`config.mk`:
```
export PLATFORM = sky130hd
export DESIGN_NAME = uart_ctrl
export DESIGN_NICKNAME = d
export VERILOG_FILES = /design/src/uart_ctrl.v
export VERILOG_INCLUDE_DIRS = /design/src
export SDC_FILE = /design/constraint.sdc
export NUM_CORES = 1
export LEC_CHECK = 0
export ABC_AREA = 1
export BUFFER_PORTS_ARGS = -buffer_cell sky130_fd_sc_hd__buf_4
export CORE_MARGIN = 3
export CORE_UTILIZATION = 50
export CTS_CLUSTER_SIZE = 40
export DETAILED_ROUTE_END_ITERATION = 8
export GPL_TIMING_DRIVEN = 0
export PLACE_DENSITY = 0.88
export SLEW_MARGIN = 20
export SYNTH_ARGS = -nofsm -noshare
export SYNTH_HDL_FRONTEND = slang
export SYNTH_SLANG_ARGS = --single-unit
```
`constraint.sdc`:
```
create_clock -name aclk -period 1.95 [get_ports aclk]
set_input_delay 0.2925 -clock aclk [delete_from_list [all_inputs] [get_ports aclk]]
set_output_delay 0.2925 -clock aclk [all_outputs]
set_load 0.05 [all_outputs]
```
`src/uart_ctrl_defines.vh`:
```
// register offsets, field positions, reset values and timing counts for uart_ctrl
// assumes a 40 MHz aclk and a 32-bit axi4-lite register bus
`ifndef UART_CTRL_DEFINES_VH
`define UART_CTRL_DEFINES_VH
`define ADDR_W          8
`define OFF_DATA        8'h00
`define OFF_FMT_STATE   8'h04
`define OFF_MODEM_CTRL  8'h08
`define OFF_RATE_MSTAT  8'h0c
`define MC_TERM_READY   0
`define MC_SEND_REQ     1
`define MC_IRQ_MASTER   2
`define MC_LINE_IRQ     3
`define MC_MODE_LO      4
`define MC_MODE_HI      5
`define MC_RX_EN        6
`define MODE_NORMAL     2'h0
`define MODE_BREAK      2'h1
`define MODE_ECHO       2'h2
`define MODE_LOOP       2'h3
`define US_PAR_ERR      0
`define US_FRM_ERR      1
`define US_OVR_ERR      2
`define US_RX_BREAK     3
`define US_LINE_CHG     4
`define US_TX_DONE      5
`define US_TX_EMPTY     6
`define US_RX_AVAIL     7
`define RS_CLK_SEL      7
`define FF_TWO_STOP     0
`define MODEM_CTRL_RST  8'h00
`define HALF_BIT_TICKS  4'h7
`define BIT_TICKS_LAST  4'hf
`define RESP_OKAY       2'h0
`define RESP_SLVERR     2'h2
`endif

```
`src/uart_ctrl.v`:
```
// serial controller: modem lines, clock-out select, tx/rx holding flags,
// interrupt gating, chip-select gating, reset behaviour, axi4-lite registers.
// assumes pins arrive asynchronously to aclk; osc_input_pin is slow vs aclk.
//
// Chosen here: the AXI4-Lite register port and the register addresses.
`timescale 1ns/1ps
`include "uart_ctrl_defines.vh"
module uart_ctrl (
   input  wire                aclk,
   input  wire                aresetn,
   input  wire [`ADDR_W-1:0]  s_axi_awaddr,
   input  wire                s_axi_awvalid,
   output reg                 s_axi_awready,
   input  wire [31:0]         s_axi_wdata,
   input  wire [3:0]          s_axi_wstrb,
   input  wire                s_axi_wvalid,
   output reg                 s_axi_wready,
   output reg  [1:0]          s_axi_bresp,
   output reg                 s_axi_bvalid,
   input  wire                s_axi_bready,
   input  wire [`ADDR_W-1:0]  s_axi_araddr,
   input  wire                s_axi_arvalid,
   output reg                 s_axi_arready,
   output reg  [31:0]         s_axi_rdata,
   output reg  [1:0]          s_axi_rresp,
   output reg                 s_axi_rvalid,
   input  wire                s_axi_rready,
   input  wire                chip_select_n,
   input  wire                osc_input_pin,
   input  wire                serial_in_pin,
   input  wire                clear_to_send_n,
   input  wire                peer_ready_input_n,
   output reg                 serial_out_pin,
   output reg                 terminal_ready_output_n,
   output reg                 send_request_output_n,
   output reg                 clock_out_pin,
   output reg                 tx_holding_empty,
   output reg                 rx_char_available,
   output reg                 interrupt_request_pin
);
   localparam [3:0] S_IDLE = 4'h1, S_START = 4'h2, S_DATA = 4'h4, S_STOP = 4'h8;
   // two-flop synchronisers; stage one feeds stage two only
   reg  [4:0] sync1_r, sync2_r;
   reg        osc_prev_r, cts_prev_r, prdy_prev_r;
   wire       cs_ok   = ~sync2_r[0];
   wire       osc_s   = sync2_r[1];
   wire       sin_s   = sync2_r[2];
   wire       cts_s_n = sync2_r[3];
   wire       prdy_s_n = sync2_r[4];
   // synchronisers keep sampling through reset, so the pins are already settled at release
   always @(posedge aclk) begin
      sync1_r <= {peer_ready_input_n, clear_to_send_n, serial_in_pin, osc_input_pin,
                  chip_select_n};
      sync2_r <= sync1_r;
   end
   // registers
   reg  [7:0] modem_ctrl_reg, rate_select_reg, frame_format_reg, tx_holding_reg, rx_holding_reg;
   reg        par_err_r, frm_err_r, ovr_err_r, rx_brk_r, line_chg_r;
   wire [1:0] mode    = modem_ctrl_reg[`MC_MODE_HI:`MC_MODE_LO];
   wire       loop_m  = (mode == `MODE_LOOP);
   // axi write path: address and data taken in either order
   reg  [`ADDR_W-1:0] aw_addr_r;
   reg  [7:0]         w_data_r;
   reg                aw_have_r, w_have_r, w_lane_r;
   wire               wr_go  = aw_have_r & w_have_r & ~s_axi_bvalid;
   wire               wr_ok  = wr_go & w_lane_r & cs_ok;
   wire               wr_tx  = wr_ok & (aw_addr_r == `OFF_DATA);
   wire               wr_ff  = wr_ok & (aw_addr_r == `OFF_FMT_STATE);
   wire               wr_mc  = wr_ok & (aw_addr_r == `OFF_MODEM_CTRL);
   wire               wr_rs  = wr_ok & (aw_addr_r == `OFF_RATE_MSTAT);
   wire               wr_map = (aw_addr_r[`ADDR_W-1:4] == 4'h0) & (aw_addr_r[1:0] == 2'h0);
   always @(posedge aclk) begin
      if (!aresetn) begin
         aw_have_r     <= 1'b0;
         w_have_r      <= 1'b0;
         aw_addr_r     <= {`ADDR_W{1'b0}};
         w_data_r      <= 8'h00;
         w_lane_r      <= 1'b0;
         s_axi_awready <= 1'b0;
         s_axi_wready  <= 1'b0;
         s_axi_bvalid  <= 1'b0;
         s_axi_bresp   <= `RESP_OKAY;
      end else begin
         s_axi_awready <= ~aw_have_r & ~s_axi_awready & s_axi_awvalid;
         s_axi_wready  <= ~w_have_r & ~s_axi_wready & s_axi_wvalid;
         if (s_axi_awvalid & s_axi_awready) begin
            aw_have_r <= 1'b1;
            aw_addr_r <= s_axi_awaddr;
         end
         if (s_axi_wvalid & s_axi_wready) begin
            w_have_r <= 1'b1;
            w_data_r <= s_axi_wdata[7:0];
            w_lane_r <= s_axi_wstrb[0];
         end
         if (wr_go) begin
            aw_have_r    <= 1'b0;
            w_have_r     <= 1'b0;
            s_axi_bvalid <= 1'b1;
            s_axi_bresp  <= wr_map ? `RESP_OKAY : `RESP_SLVERR;
         end else if (s_axi_bready) begin
            s_axi_bvalid <= 1'b0;
         end
      end
   end
   // axi read path: one-cycle answer after address taken
   wire       rd_go  = s_axi_arvalid & s_axi_arready;
   wire       rd_ok  = rd_go & cs_ok;
   wire       rd_rx  = rd_ok & (s_axi_araddr == `OFF_DATA);
   wire       rd_ms  = rd_ok & (s_axi_araddr == `OFF_RATE_MSTAT);
   wire       rd_map = (s_axi_araddr[`ADDR_W-1:4] == 4'h0) & (s_axi_araddr[1:0] == 2'h0);
   reg  [7:0] rd_val;
   // transmitter and receiver state, declared here for the status read
   reg  [3:0] tx_st_r, rx_st_r;
   always @* begin
      case (s_axi_araddr)
         `OFF_DATA:       rd_val = rx_holding_reg;
         `OFF_FMT_STATE:  rd_val = {rx_char_available, tx_holding_empty,
                                    tx_holding_empty & tx_st_r[0], line_chg_r,
                                    rx_brk_r, ovr_err_r, frm_err_r, par_err_r};
         `OFF_MODEM_CTRL: rd_val = modem_ctrl_reg;
         `OFF_RATE_MSTAT: rd_val = {6'h00, ~prdy_s_n, ~cts_s_n};
         default:         rd_val = 8'h00;
      endcase
   end
   always @(posedge aclk) begin
      if (!aresetn) begin
         s_axi_arready <= 1'b0;
         s_axi_rvalid  <= 1'b0;
         s_axi_rdata   <= 32'h00000000;
         s_axi_rresp   <= `RESP_OKAY;
      end else begin
         s_axi_arready <= ~s_axi_arready & ~s_axi_rvalid & s_axi_arvalid;
         if (rd_go) begin
            s_axi_rvalid <= 1'b1;
            s_axi_rdata  <= {24'h000000, cs_ok ? rd_val : 8'h00};
            s_axi_rresp  <= rd_map ? `RESP_OKAY : `RESP_SLVERR;
         end else if (s_axi_rready) begin
            s_axi_rvalid <= 1'b0;
         end
      end
   end
   // frame format survives reset; only its stop-bit count is used here
   always @(posedge aclk) begin
      if (wr_ff)
         frame_format_reg <= w_data_r;
   end
   // rate select keeps its divider fields through reset, clock-out select clears
   always @(posedge aclk) begin
      if (!aresetn)
         rate_select_reg[`RS_CLK_SEL] <= 1'b0;
      else if (wr_rs)
         rate_select_reg <= w_data_r;
   end
   always @(posedge aclk) begin
      if (!aresetn)
         modem_ctrl_reg <= `MODEM_CTRL_RST;
      else if (wr_mc)
         modem_ctrl_reg <= w_data_r;
   end
   // rate generator: prescaler (bits 6:5) then divisor (bits 4:0 + 1) in half periods
   // of the 16x clock, so the 16x output keeps a 50% duty cycle
   reg  [2:0] pre_cnt_r;
   reg  [4:0] div_cnt_r;
   reg        clk16_r;
   reg  [2:0] pre_last;
   always @* begin
      case (rate_select_reg[6:5])
         2'h0:    pre_last = 3'h0;
         2'h1:    pre_last = 3'h2;
         2'h2:    pre_last = 3'h3;
         default: pre_last = 3'h4;
      endcase
   end
   wire osc_rise = osc_s & ~osc_prev_r;
   wire pre_tick = osc_rise & (pre_cnt_r == pre_last);
   wire half_tk  = pre_tick & (div_cnt_r == rate_select_reg[4:0]);
   wire tick16   = half_tk & ~clk16_r;
   always @(posedge aclk) begin
      if (!aresetn) begin
         pre_cnt_r  <= 3'h0;
         div_cnt_r  <= 5'h00;
         clk16_r    <= 1'b0;
         osc_prev_r <= 1'b0;
      end else begin
         osc_prev_r <= osc_s;
         if (osc_rise)
            pre_cnt_r <= pre_tick ? 3'h0 : pre_cnt_r + 3'h1;
         if (pre_tick)
            div_cnt_r <= half_tk ? 5'h00 : div_cnt_r + 5'h01;
         if (half_tk)
            clk16_r <= ~clk16_r;
      end
   end
   // transmitter
   reg  [3:0] tx_sub_r, rx_sub_r;
   reg  [2:0] tx_bit_r, rx_bit_r;
   reg  [7:0] tx_sh_r, rx_sh_r;
   reg        tx_line_r, tx_stop2_r;
   wire       tx_load = tx_st_r[0] & ~tx_holding_empty & ~cts_s_n & (mode != `MODE_ECHO);
   wire       tx_bend = tick16 & (tx_sub_r == `BIT_TICKS_LAST);
   always @(posedge aclk) begin
      if (!aresetn) begin
         tx_st_r          <= S_IDLE;
         tx_sub_r         <= 4'h0;
         tx_bit_r         <= 3'h0;
         tx_sh_r          <= 8'h00;
         tx_line_r        <= 1'b1;
         tx_stop2_r       <= 1'b0;
         tx_holding_empty <= 1'b1;
      end else begin
         if (tick16)
            tx_sub_r <= tx_sub_r + 4'h1;
         // a host write in the handoff cycle refills, so empty stays low
         if (wr_tx) begin
            tx_holding_reg   <= w_data_r;
            tx_holding_empty <= 1'b0;
         end else if (tx_load) begin
            tx_holding_empty <= 1'b1;
         end
         case (tx_st_r)
            S_IDLE: begin
               tx_line_r <= 1'b1;
               if (tx_load) begin
                  tx_sh_r    <= tx_holding_reg;
                  tx_stop2_r <= frame_format_reg[`FF_TWO_STOP];
                  tx_sub_r   <= 4'h0;
                  tx_line_r  <= 1'b0;
                  tx_st_r    <= S_START;
               end
            end
            S_START: if (tx_bend) begin
               tx_line_r <= tx_sh_r[0];
               tx_bit_r  <= 3'h0;
               tx_st_r   <= S_DATA;
            end
            S_DATA: if (tx_bend) begin
               tx_sh_r  <= {1'b1, tx_sh_r[7:1]};
               tx_bit_r <= tx_bit_r + 3'h1;
               if (tx_bit_r == 3'h7) begin
                  tx_line_r <= 1'b1;
                  tx_st_r   <= S_STOP;
               end else begin
                  tx_line_r <= tx_sh_r[1];
               end
            end
            S_STOP: if (tx_bend) begin
               if (tx_stop2_r)
                  tx_stop2_r <= 1'b0;
               else
                  tx_st_r <= S_IDLE;
            end
            default: tx_st_r <= S_IDLE;
         endcase
      end
   end
   // receiver: loop mode feeds it from the transmitter, never from the pin
   wire rx_in   = loop_m ? tx_line_r : sin_s;
   wire rx_en   = modem_ctrl_reg[`MC_RX_EN];
   wire rx_mid  = tick16 & (rx_sub_r == `BIT_TICKS_LAST);
   always @(posedge aclk) begin
      if (!aresetn) begin
         rx_st_r           <= S_IDLE;
         rx_sub_r          <= 4'h0;
         rx_bit_r          <= 3'h0;
         rx_sh_r           <= 8'h00;
         rx_holding_reg    <= 8'h00;
         rx_char_available <= 1'b0;
         par_err_r         <= 1'b0;
         frm_err_r         <= 1'b0;
         ovr_err_r         <= 1'b0;
         rx_brk_r          <= 1'b0;
      end else begin
         if (tick16)
            rx_sub_r <= rx_sub_r + 4'h1;
         if (rd_rx)
            rx_char_available <= 1'b0;
         case (rx_st_r)
            S_IDLE: if (rx_en & ~rx_in) begin
               rx_sub_r <= `HALF_BIT_TICKS;
               rx_st_r  <= S_START;
            end
            S_START: if (rx_mid) begin
               rx_bit_r <= 3'h0;
               rx_st_r  <= rx_in ? S_IDLE : S_DATA;
            end
            S_DATA: if (rx_mid) begin
               rx_sh_r  <= {rx_in, rx_sh_r[7:1]};
               rx_bit_r <= rx_bit_r + 3'h1;
               if (rx_bit_r == 3'h7)
                  rx_st_r <= S_STOP;
            end
            S_STOP: if (rx_mid) begin
               // a new character wins over a read in the same cycle
               rx_holding_reg    <= rx_sh_r;
               rx_char_available <= 1'b1;
               ovr_err_r         <= rx_char_available & ~rd_rx;
               frm_err_r         <= ~rx_in;
               rx_brk_r          <= ~rx_in & (rx_sh_r == 8'h00);
               rx_st_r           <= S_IDLE;
            end
            default: rx_st_r <= S_IDLE;
         endcase
      end
   end
   // modem line changes; the event beats a clearing read
   wire line_evt = (cts_s_n != cts_prev_r) | (prdy_s_n != prdy_prev_r);
   // edge history runs through reset: a line already active at release is no change
   always @(posedge aclk) begin
      cts_prev_r  <= cts_s_n;
      prdy_prev_r <= prdy_s_n;
      if (!aresetn) begin
         line_chg_r  <= 1'b0;
      end else begin
         if (line_evt)
            line_chg_r <= 1'b1;
         else if (rd_ms)
            line_chg_r <= 1'b0;
      end
   end
   // pins, all registered
   always @(posedge aclk) begin
      if (!aresetn) begin
         serial_out_pin          <= 1'b1;
         terminal_ready_output_n <= 1'b1;
         send_request_output_n   <= 1'b1;
         clock_out_pin           <= 1'b0;
         interrupt_request_pin   <= 1'b0;
      end else begin
         terminal_ready_output_n <= ~modem_ctrl_reg[`MC_TERM_READY];
         send_request_output_n   <= ~modem_ctrl_reg[`MC_SEND_REQ];
         clock_out_pin <= rate_select_reg[`RS_CLK_SEL] ? clk16_r : osc_s;
         case (mode)
            `MODE_LOOP:  serial_out_pin <= 1'b1;
            `MODE_ECHO:  serial_out_pin <= sin_s;
            `MODE_BREAK: serial_out_pin <= tx_st_r[0];
            default:     serial_out_pin <= tx_line_r;
         endcase
         interrupt_request_pin <= modem_ctrl_reg[`MC_IRQ_MASTER] &
                                  ((modem_ctrl_reg[`MC_LINE_IRQ] & line_chg_r) |
                                   rx_char_available);
      end
   end
endmodule

```
# After elaboration in Yosys (flattened, before gate mapping)
# Index checks and enable logic that the tools add are counted.
# totals
wordCells,237
input_bits,64
out_inout_bits,48
reg_bits,142
# classes
bitwise_logic,57
n_addsub,6
n_eq_ne,39
n_mux,58
reduce_logical,29
# op_table
cell,n
two-way mux 4 bit,17
bitwise AND 1 bit,37
== test 8 x 4 -> 1 bit (second input constant),4
case mux 4 bit (4 select lines),2
case mux 8 bit (4 select lines),1
zero test 8 bit,3
two-way mux 8 bit,3
inequality test 2 bit (second input constant),12
two-way mux 1 bit,19
two-way mux 3 bit,6
inverter 1 bit,18
== test 4 bit (second input constant),4
== test 8 x 3 -> 1 bit (second input constant),2
case mux 8 bit (2 select lines),1
nonzero test 2 bit,8
AND reduction 3 bit,5
case mux 3 bit (2 select lines),2
adder 3 x 1 -> 3 bit (second input constant),3
case mux 3 bit (3 select lines),1
adder 4 x 1 -> 4 bit (second input constant),2
== test 4 x 1 -> 1 bit (second input constant),2
== test 4 x 2 -> 1 bit (second input constant),2
== test 4 x 3 -> 1 bit (second input constant),2
zero test 4 bit,2
18 further kinds,31

# Longest topological paths before layout
# Gate-level depths: netlist of run 1.
# logic_depth
word_depth,9
depth_mapped,15
mapped_depth_nobuf,14

# Worst setup path before layout of run 1
# Ideal clock, no wire load.
# synth_timing
path_type,register to register
startpoint,register s_axi_bvalid
endpoint,register rate_select_reg[0] (enable)
n_path_buf,0
synth_period_minus_slack_ns,2.128
setup_ns,0.390
path_stages_with_launch,8
slack_ns,-0.178
arrival_ns,1.738
required_time_ns,1.560
cell_sequence,dfxtp_1 -> nor2_1 -> nand2_1 -> inv_1 -> nand3b_1 -> inv_1 -> nand2_1 -> nor4_1
# synth_via
elab_chain_cells,6
# synth_lines
element,line,rtl
"start, declared",uart_ctrl.v:19,"output reg s_axi_bvalid,"
"start signal, assigned",uart_ctrl.v:81,s_axi_bvalid <= 1'b0;
"start signal, assigned",uart_ctrl.v:98,s_axi_bvalid <= 1'b1;
"start signal, assigned",uart_ctrl.v:101,s_axi_bvalid <= 1'b0;
inverter 1 bit,uart_ctrl.v:65,wire wr_go = aw_have_r & w_have_r & ~s_axi_bvalid;
bitwise AND 1 bit,uart_ctrl.v:65,
bitwise AND 1 bit (2 in a row),uart_ctrl.v:66,wire wr_ok = wr_go & w_lane_r & cs_ok;
bitwise AND 1 bit,uart_ctrl.v:70,wire wr_rs = wr_ok & (aw_addr_r == `OFF_RATE_MSTAT);
AND reduction 2 bit (no source line),--,
"end signal, assigned",uart_ctrl.v:152,rate_select_reg <= w_data_r;
"end, declared",uart_ctrl.v:57,"reg [7:0] modem_ctrl_reg, rate_select_reg, frame_format_reg, tx_holding_reg, rx_holding_reg;"
# No other way between the ends.
# A chain may end at the register's enable or synchronous reset.

# Worst setup path after layout of run 1
# layout_timing
startpoint,register rate_select_reg[6]
endpoint,register tx_sh_r[1]
# layout_via
elab_chain_cells,9
elab_cells_between_ends,11
cone_classes,eq/ne (4); mux (1); bitwise (4); reduce/logical (2)
# layout_lines
element,line,rtl
"== test 2 bit, or another cell as far along",uart_ctrl.v:167,case (rate_select_reg[6:5])
case mux 3 bit (3 select lines) (*),uart_ctrl.v:167,
== test 3 bit (*),uart_ctrl.v:175,wire pre_tick = osc_rise & (pre_cnt_r == pre_last);
bitwise AND 1 bit (*),uart_ctrl.v:175,
bitwise AND 1 bit (*),uart_ctrl.v:176,wire half_tk = pre_tick & (div_cnt_r == rate_select_reg[4:0]);
bitwise AND 1 bit (*),uart_ctrl.v:177,wire tick16 = half_tk & ~clk16_r;
bitwise AND 1 bit (*),uart_ctrl.v:200,wire tx_bend = tick16 & (tx_sub_r == `BIT_TICKS_LAST);
inequality test 2 bit (no source line) (*),--,
AND reduction 3 bit (no source line) (*),--,
"end signal, assigned",uart_ctrl.v:224,tx_sh_r <= tx_holding_reg;
"end signal, assigned",uart_ctrl.v:237,"tx_sh_r <= {1'b1, tx_sh_r[7:1]};"
"end, declared",uart_ctrl.v:197,"reg [7:0] tx_sh_r, rx_sh_r;"
# Mark *: on every way between the ends. The rest lies on a longest branch, timed or not.

==> results.md, run 1 <==
STA:
- For the pin with the worst max-slew slack, the measured transition is 0.745 ns.
- After layout, the worst setup slack is -0.233 ns.
- For the final database, setup skew stands at 0.00962 ns.
- Setup repair after global routing could not meet its margin everywhere.
- The setup TNS is -5.52 ns.
- The part of the cycle the worst path needs is 112%.
- The time the final worst path needs with I/O delays and setup is 2.18 ns.
- The number of failing setup endpoints in the final timing report is 50.
- The final number of hold-violating endpoints is 0.
- The number of slew-limit violations in the final report is 0.
- In this run the tightest slew margin relative to its limit is 50.3%.
- The upper clock frequency limit is 458 MHz.

Synth:
- During synthesis, Yosys emitted a total of 0 warnings.
- In the synthesized netlist, the cells that appear most often are nand2_1 (162), dfxtp_1 (124), inv_1 (82).
- The count of flip-flops with a built-in enable after synthesis is 16.
- The flop and latch count out of synthesis is 140.
- Summing every instance area after synthesis gives 5980 um2.
- The cell count after synthesis came out at 759.
- The number of distinct standard cells referenced by the synthesized netlist is 42.
- Dividing the synthesized area by the synthesized cell count gives 7.88 um2.
- For this run, asynchronously set or reset flops after synthesis account for 0%.
- The share of the Yosys chip area taken by registers is 49.5%.
- Yosys instantiated no cell more often than nand2_1.
- After synthesis, the cell types taking the most area are dfxtp_1 (41%), nand2_1 (10%), edfxtp_1 (8.0%).
- In this run the biggest area consumer among cell types represents 41.5% of the synthesized area.
- The prevailing post-synth register cell is dfxtp_1.
- The synthesized design spends more area on one cell type than any other, namely dfxtp_1.

Pwr:
- The clock share of power is 42.2%.
- The total power is 7.15 mW.
- Registers are responsible for 43.6% of the overall power.
- The total power per unit cell area is 940 nW/um2.
- The switching portion of total power is 27.9%.
- The analysis attributes to cell leakage a power of 3.22 nW.
- The worst IR drop on VDD is 712 uV.
- The internal power of the cells is 5.16 mW.
- Summed over all nets, the switching power comes to 1.99 mW.
- In this run, the combinational gates consume 14.1% of the power.

Placement:
- At the end of routability-driven placement, the weighted congestion stood at 0.878.
- The post-placement worst setup slack is -0.202 ns.
- The placed wire-length estimate is 10100 um.
- The number of I/O port buffers is 58.
- The standard cell area after detailed placement is 6700 um2.

Setup path:
- The required time of the critical path is 2.29 ns.
- The start-to-end type of the worst setup path is flop to flop.
- Of all nets on the critical path, the largest fanout is 6.
- For the worst flop-to-flop path, the logic depth is 12.
- The kind of start point of the critical path is a flop.
- The worst register-to-register path ends at tx_sh_r[1].
- The element type at the critical path end is a flop.
- The signal arrival time at the worst endpoint is 2.52 ns.
- The startpoint identified for the worst register-to-register timing path is rate_select_reg[6].
- The setup slack of the worst register-to-register path is -0.23 ns.

Clocking:
- The count of H-tree levels built during CTS is 4.
- After clock tree synthesis, the clock-pin slew on the worst setup and hold paths is 0.06 ns.
- The number of sinks driven by the clock tree is 140.
- The number of buffers on the longest clock path is 2.
- The root buffer selected by CTS is clkbuf_16.
- The latest clock arrival within the worst-skew pair is 0.42 ns.
- The clock buffer count from CTS is 17.
- TritonCTS built the clock tree.

Die:
- The floorplan step defined a die boundary enclosing 13300 um2.
- The initial standard-cell utilization of the core is 51.7%.
- The total core area is 11600 um2.
- The row count is 39.
- The vertical die dimension is 115 um.
- The die span in x is 115 um.
- 112 I/O pins were placed.

Run:
- The tool flagged a number of max-cap violations equal to 0.

Final layout:
- Compared with the post-synthesis result, the final layout area differs by 27.1%.
- The final net count is 955.
- For this run, the share of the core covered by cells in the final layout is 65.8%.
- The number of antenna diodes in the final layout is 0.
- After routing the design area is 7610 um2.
- The post-route netlist has 20.7% of its cells at a drive strength greater than 1.

Outcome:
- The flow ran to the end, but the final reports show violations.
- The final reports fail on setup timing.

Global route:
- The pin count of the biggest net entering global routing is 17.
- The global router's overall resource usage is 24.2%.
- The first-pass GRT wire length is 25300 um.
- For this run, global-route usage on met2 was measured as 40.7%.
- The number of antenna violations at the first check in global routing is 0.
- The residual overflow from global routing is 0.
- In the global route stage, met3 resource usage came out at 6.63%.
- The routing usage on met1 is 28.5%.
- The number of global-route vias before repair was 5444.
- met2 is the most crowded layer.

Worst hold path:
- The type of the most critical hold path is input port to flop.
- Counting instances, the worst hold path has a depth of 3.
- The source of the worst hold timing path is s_axi_awvalid.
- The hold path endpoint is s_axi_awready.

Route:
- In the routed layout, each cell is associated on average with a via count of 5.36.
- Before antenna repair, the detailed router went through 5 iterations.
- The total routed wirelength is 15800 um.
- After detailed routing, the number of remaining DRC violations is 0.
- The via count is 5563.
- The detailed router finished its first iteration with 594 violations.
- The count of antenna-violating nets left after detailed routing is 0.
- The post-detailed-route wirelength per cell is 15.3 um.
area by class of cell:
type / count / area, um2
Buffer: 47 / 300
Clock buffer: 21 / 482
Clock inverter: 11 / 83.8
Fill cell: 810 / 3960
Inverter: 91 / 344
Multi-Input combinational cell: 508 / 2660
Sequential cell: 140 / 2960
Tap cell: 143 / 179
Timing Repair Buffer: 76 / 599
through the flow:
stage / cells / hold slack, ns
3_3_place_gp: 985 / 0.311
3_5_place_dp: 985 / 0.312
5_1_grt: 1037 / 0.129
2_1_floorplan: 784 / 0.310
6_report: 1037 / 0.115
4_1_cts: 1036 / 0.108
cell usage in the layout, fill, tap and decap left out, drive strengths merged:
| cell type | count |
|---|---|
| a211oi | 4 |
| a21boi | 1 |
| a21oi | 74 |
| a31oi | 2 |
| and3 | 1 |
| buf | 103 |
| clkbuf | 36 |
| clkinv | 4 |
| clkinvlp | 5 |
| conb | 26 |
| dfxtp | 124 |
| dlygate4sd3 | 5 |
| edfxtp | 16 |
| ha | 10 |
| inv | 93 |
| nand2 | 168 |
| nand3 | 34 |
| nand3b | 1 |
| nand4 | 11 |
| nor2 | 79 |
| nor3 | 19 |
| nor3b | 1 |
| nor4 | 2 |
| o211ai | 6 |
| o21a | 1 |
| o21ai | 55 |
| o221ai | 2 |
| o31ai | 1 |
| or2 | 1 |
| xnor2 | 5 |
| xor2 | 4 |
cell families (layout without fill, tap and decap cells):
family,Yosys count,count (layout),share of synthesized area (%)
and+or+nand+nor,315,317,23.5
xor gates and xnor gates,9,9,1.32
other,1,26,0.0627
DFF,140,140,49.5
buffers and inverters,138,246,10.6
AOI/OAI and AO/OA,146,146,12.9
adders and majority gates,10,10,2.09
worst max-delay path: stages, from the launching register on:
cell      delay (ns)
edfxtp_1        0.47
ha_1            0.23
inv_1           0.08
nor2_1          0.06
nor2_1          0.10
nand2_1         0.09
nor2_4          0.16
buf_4           0.16
nand4_4         0.18
nand2_4         0.18
buf_4           0.13
nand3_1         0.10
a21oi_2         0.16
routing by layer:
| metal | wire length, um | vias to the layer above |
|---|---|---|
| li1 | - | 2666 |
| met1 | 6070 | 2558 |
| met2 | 7800 | 278 |
| met3 | 1350 | 61 |
| met4 | 606 | 0 |
| met5 | 0 | - |
power by group through the flow:
stage          registers, mW  logic (mW)  clock network (mW)
2_1_floorplan           3.19       0.671                   0
3_3_place_gp            3.17       0.884                   0
3_5_place_dp            3.18       0.903                   0
4_1_cts                 3.11       0.963                3.03
5_1_grt                 3.13        1.11                3.17
6_report                3.12        1.01                3.02
worst max-delay path by stage:
stage	slack, ns	startpoint	cells past startpoint	end
after floorplan	0.09	rate_select_reg[6]	12	tx_sub_r[3]
after global placement	-0.17	rate_select_reg[6]	10	rx_sh_r[7]
after detailed placement	-0.20	rate_select_reg[6]	12	tx_sub_r[3]
after CTS	-0.15	rate_select_reg[6]	11	rx_brk_r
after global routing	-0.33	rate_select_reg[6]	12	tx_sh_r[1]
final	-0.23	rate_select_reg[6]	12	tx_sh_r[1]
repair_timing:
| action | 4_1_cts | 5_1_grt |
|---|---|---|
| endpoints found under the setup margin | 50 | 73 |
| gates cloned | 4 | 0 |
| hold buffers | 5 | 0 |
| endpoints found under the hold margin | 5 | 0 |
| pin swaps | 12 | 4 |
| resized for setup | 32 | 16 |
| setup buffers | 10 | 1 |
(Power assumes the default switching activity.)
==> run 2, diff against run 1 <==
Settings changed: CORE_MARGIN 3 to unset, MAX_ROUTING_LAYER set to met4, SLEW_MARGIN 20 to unset.
==> results.md, run 2 (synthesis results as in run 1) <==
Setup path:
- The required time of the critical path came to 2.30 ns (about the same).
- The start-to-end type of the worst setup path is flop to flop.
- The setup slack of the worst register-to-register path was -0.21 ns (+0.03 ns).
- The signal arrival time at the worst endpoint was 2.51 ns (about the same).
- The critical register-to-register path endpoint is tx_st_r[3].
- The worst setup path is captured at a flop.
- The startpoint of the worst-slack reg-to-reg timing path is rate_select_reg[6].
- The count of cells along the worst register-to-register path is 11 (-1).
- The largest fanout on the critical path is 8 (+2).
- The worst setup path is launched from a flop.

Global route:
- The global router's overall resource usage came to 26.8% (+2.6 points).
- The residual overflow from global routing is 0 (unchanged).
- The number of antenna violations at the first check in global routing came to 0 (unchanged).
- The pin count of the biggest net entering global routing is 17 (unchanged).
- The first-pass GRT wire length is 25300 um (-0.11%).
- The number of global-route vias before repair is 5338 (-1.9%).

STA:
- The number of slew-limit violations in the final report came to 0 (unchanged).
- The final number of hold-violating endpoints is 0 (unchanged).
- The final worst setup slack is -0.206 ns (+0.0270 ns).
- The upper clock frequency limit is 464 MHz (+1.3%).
- The number of failing setup endpoints in the final timing report is 52 (+4.0%).
- The worst hold slack is 0.103 ns (-0.0123 ns).
- The setup clock skew after layout was 0.00762 ns (-0.00200 ns).
- The part of the cycle the worst path needs is 111% (-1.4 points).
- The measured slew at the worst slew-check pin came to 0.956 ns (+0.211 ns).
- The worst slew slack as a fraction of its limit is 36.3% (-14 points).
- The setup TNS is -5.74 ns (-0.220 ns).
- The time the final worst path needs with I/O delays and setup is 2.16 ns (-0.0270 ns).
- Setup repair after global routing could not meet its margin everywhere.

Pwr:
- The total power per unit cell area was 940 nW/um2 (about the same).
- The worst IR drop on VDD is 804 uV (+13%).
- The total power is 7.49 mW (+4.7%).
- The leakage power figure was 3.43 nW (+6.7%).

Clocking:
- The number of sinks driven by the clock tree is 140 (unchanged).
- TritonCTS built the clock tree.
- The tree is rooted in a clkbuf_16.
- The latest clock arrival within the worst-skew pair is 0.42 ns (about the same).
- The clock buffer count from CTS is 17 (unchanged).
- The count of H-tree levels built during CTS was 4 (unchanged).
- The number of buffers on the longest clock path is 2 (unchanged).
- The CTS clock-pin slew for the worst setup and hold paths is 0.07 ns (about the same).

Worst hold path:
- The source of the worst hold timing path is s_axi_wvalid.
- The worst hold path terminates at s_axi_wready.
- The hold path depth is 3 (unchanged).
- The tightest min-delay check is of the input port to flop type.

Placement:
- The placed wire-length estimate is 10100 um (-0.13%).
- The post-placement worst setup slack is -0.189 ns (+0.0135 ns).
- The standard cell area after detailed placement is 6700 um2 (unchanged).
- The number of I/O port buffers is 58 (unchanged).
- The final estimated routing congestion in global placement is 0.872 (-0.60%).

Final layout:
- Relative to the synthesized area, the layout overhead comes to 33.1%.
- The number of antenna cells inserted is 0 (unchanged).
- The final net count is 967 (+1.3%).
- In the layout the commonest cells are nand2_1 (145), dfxtp_1 (124), buf_4 (96).
- The library cell used most frequently in the layout, excluding fill and tap cells, is nand2_1.
- The fraction of layout instances using a drive strength above 1 is 26.0% (+5.4 points).
- The post-layout instance area came to 7970 um2 (+4.7%).

Die:
- The row count is 39 (unchanged).
- The top-level I/O count is 112 (unchanged).
- The die span in x came to 111 um (-3.5%).
- The initial standard-cell utilization of the core is 51.7% (unchanged).
- The total core area is 11600 um2 (unchanged).
- The floorplan die area is 12400 um2 (-6.8%).
- The vertical die dimension is 111 um (-3.5%).

Route:
- The residual DRC count is 6 (+6).
- The iteration count of the initial detailed-routing pass was 8 (+3).
- The total routed wirelength is 17600 um (+11%).
- The post-detailed-route wirelength per cell is 16.8 um (+9.8%).
- The via count is 5841 (+5.0%).
- The count of routing violations after the opening detailed-route iteration is 553 (-6.9%).
- The count of antenna-violating nets left after detailed routing is 0 (unchanged).
- The vias per cell is 5.57 (+3.8%).

Outcome:
- The final reports fail on DRC, setup timing.
- The flow ran to the end, but the final reports show violations.

Run:
- The number of violations of the max-capacitance limit was 0 (unchanged).
run 2: cell types whose count changed in the layout (fill, tap and decap cells not counted), sizes merged:
cell / change
buf: +13
nor2: -1
clkbuf: -4
bufinv: +2
inv: +5
clkinvlp: -4
clkinv: +1
run 2: where the power goes:
part	switching [mW]	total, mW	internal (mW)	leakage, nW
Sequential	0.100	3.12	3.02	1.16
Combinational	0.700	1.07	0.369	1.97
Clock	1.37	3.30	1.93	0.295
Total	2.17	7.49	5.32	3.43
run 2: worst max path at each step:
stage | start | endpoint | slack [ns] | depth (start not counted)
after global placement | rate_select_reg[6] | tx_sub_r[3] | -0.16 | 12
after CTS | rate_select_reg[6] | tx_sh_r[4] | -0.16 | 9
after global routing | rate_select_reg[6] | tx_st_r[3] | -0.32 | 11
final | rate_select_reg[6] | tx_st_r[3] | -0.21 | 11
after floorplan | rate_select_reg[6] | tx_sub_r[3] | 0.09 | 12
after detailed placement | rate_select_reg[6] | tx_sub_r[3] | -0.19 | 12
run 2: what timing repair did:
item / CTS / global route
pin swaps: 5 / 26
endpoints found under the hold margin: 5 / 0
hold buffers: 5 / 0
cloned: 2 / 2
endpoints found under the setup margin: 65 / 77
gates resized for setup: 29 / 86
buffers inserted: 11 / 16
run 2: critical path, cell delays in order, from the launching register on:
cell and delay (ns):
edfxtp_1 0.41, ha_1 0.31, xor2_1 0.16, nand2_1 0.11, nor2_4 0.17, buf_4 0.15
nand4_4 0.16, nand2_4 0.18, nand2_2 0.10, nor2_4 0.15, nor2_1 0.06, nor2_1 0.12
run 2: metrics by stage:
| stage | cells | util (%) |
|---|---|---|
| after global routing | 1049 | 68.9 |
| final | 1049 | 68.9 |
| after detailed placement | 985 | 58.0 |
| after CTS | 1035 | 65.3 |
| after global placement | 985 | 58.0 |
| after floorplan | 784 | - |
run 2: per-layer routing:
layer / track usage, % / wire [um] / up-vias
met3: 6.26 / 1520 / 107
met2: 44.5 / 8580 / 369
li1: - / - / 2694
met4: 15.9 / 965 / 0
met5: - / 0 / -
met1: 29.3 / 6510 / 2671
run 2: final cells by class:
class / instances / area (um2)
buffer: 47 / 309
fill: 777 / 3600
inverter: 91 / 347
clock inverter: 15 / 176
sequential: 140 / 2960
multi-input combinational: 507 / 2830
timing repair buffer: 89 / 736
tap: 143 / 179
clock buffer: 17 / 425
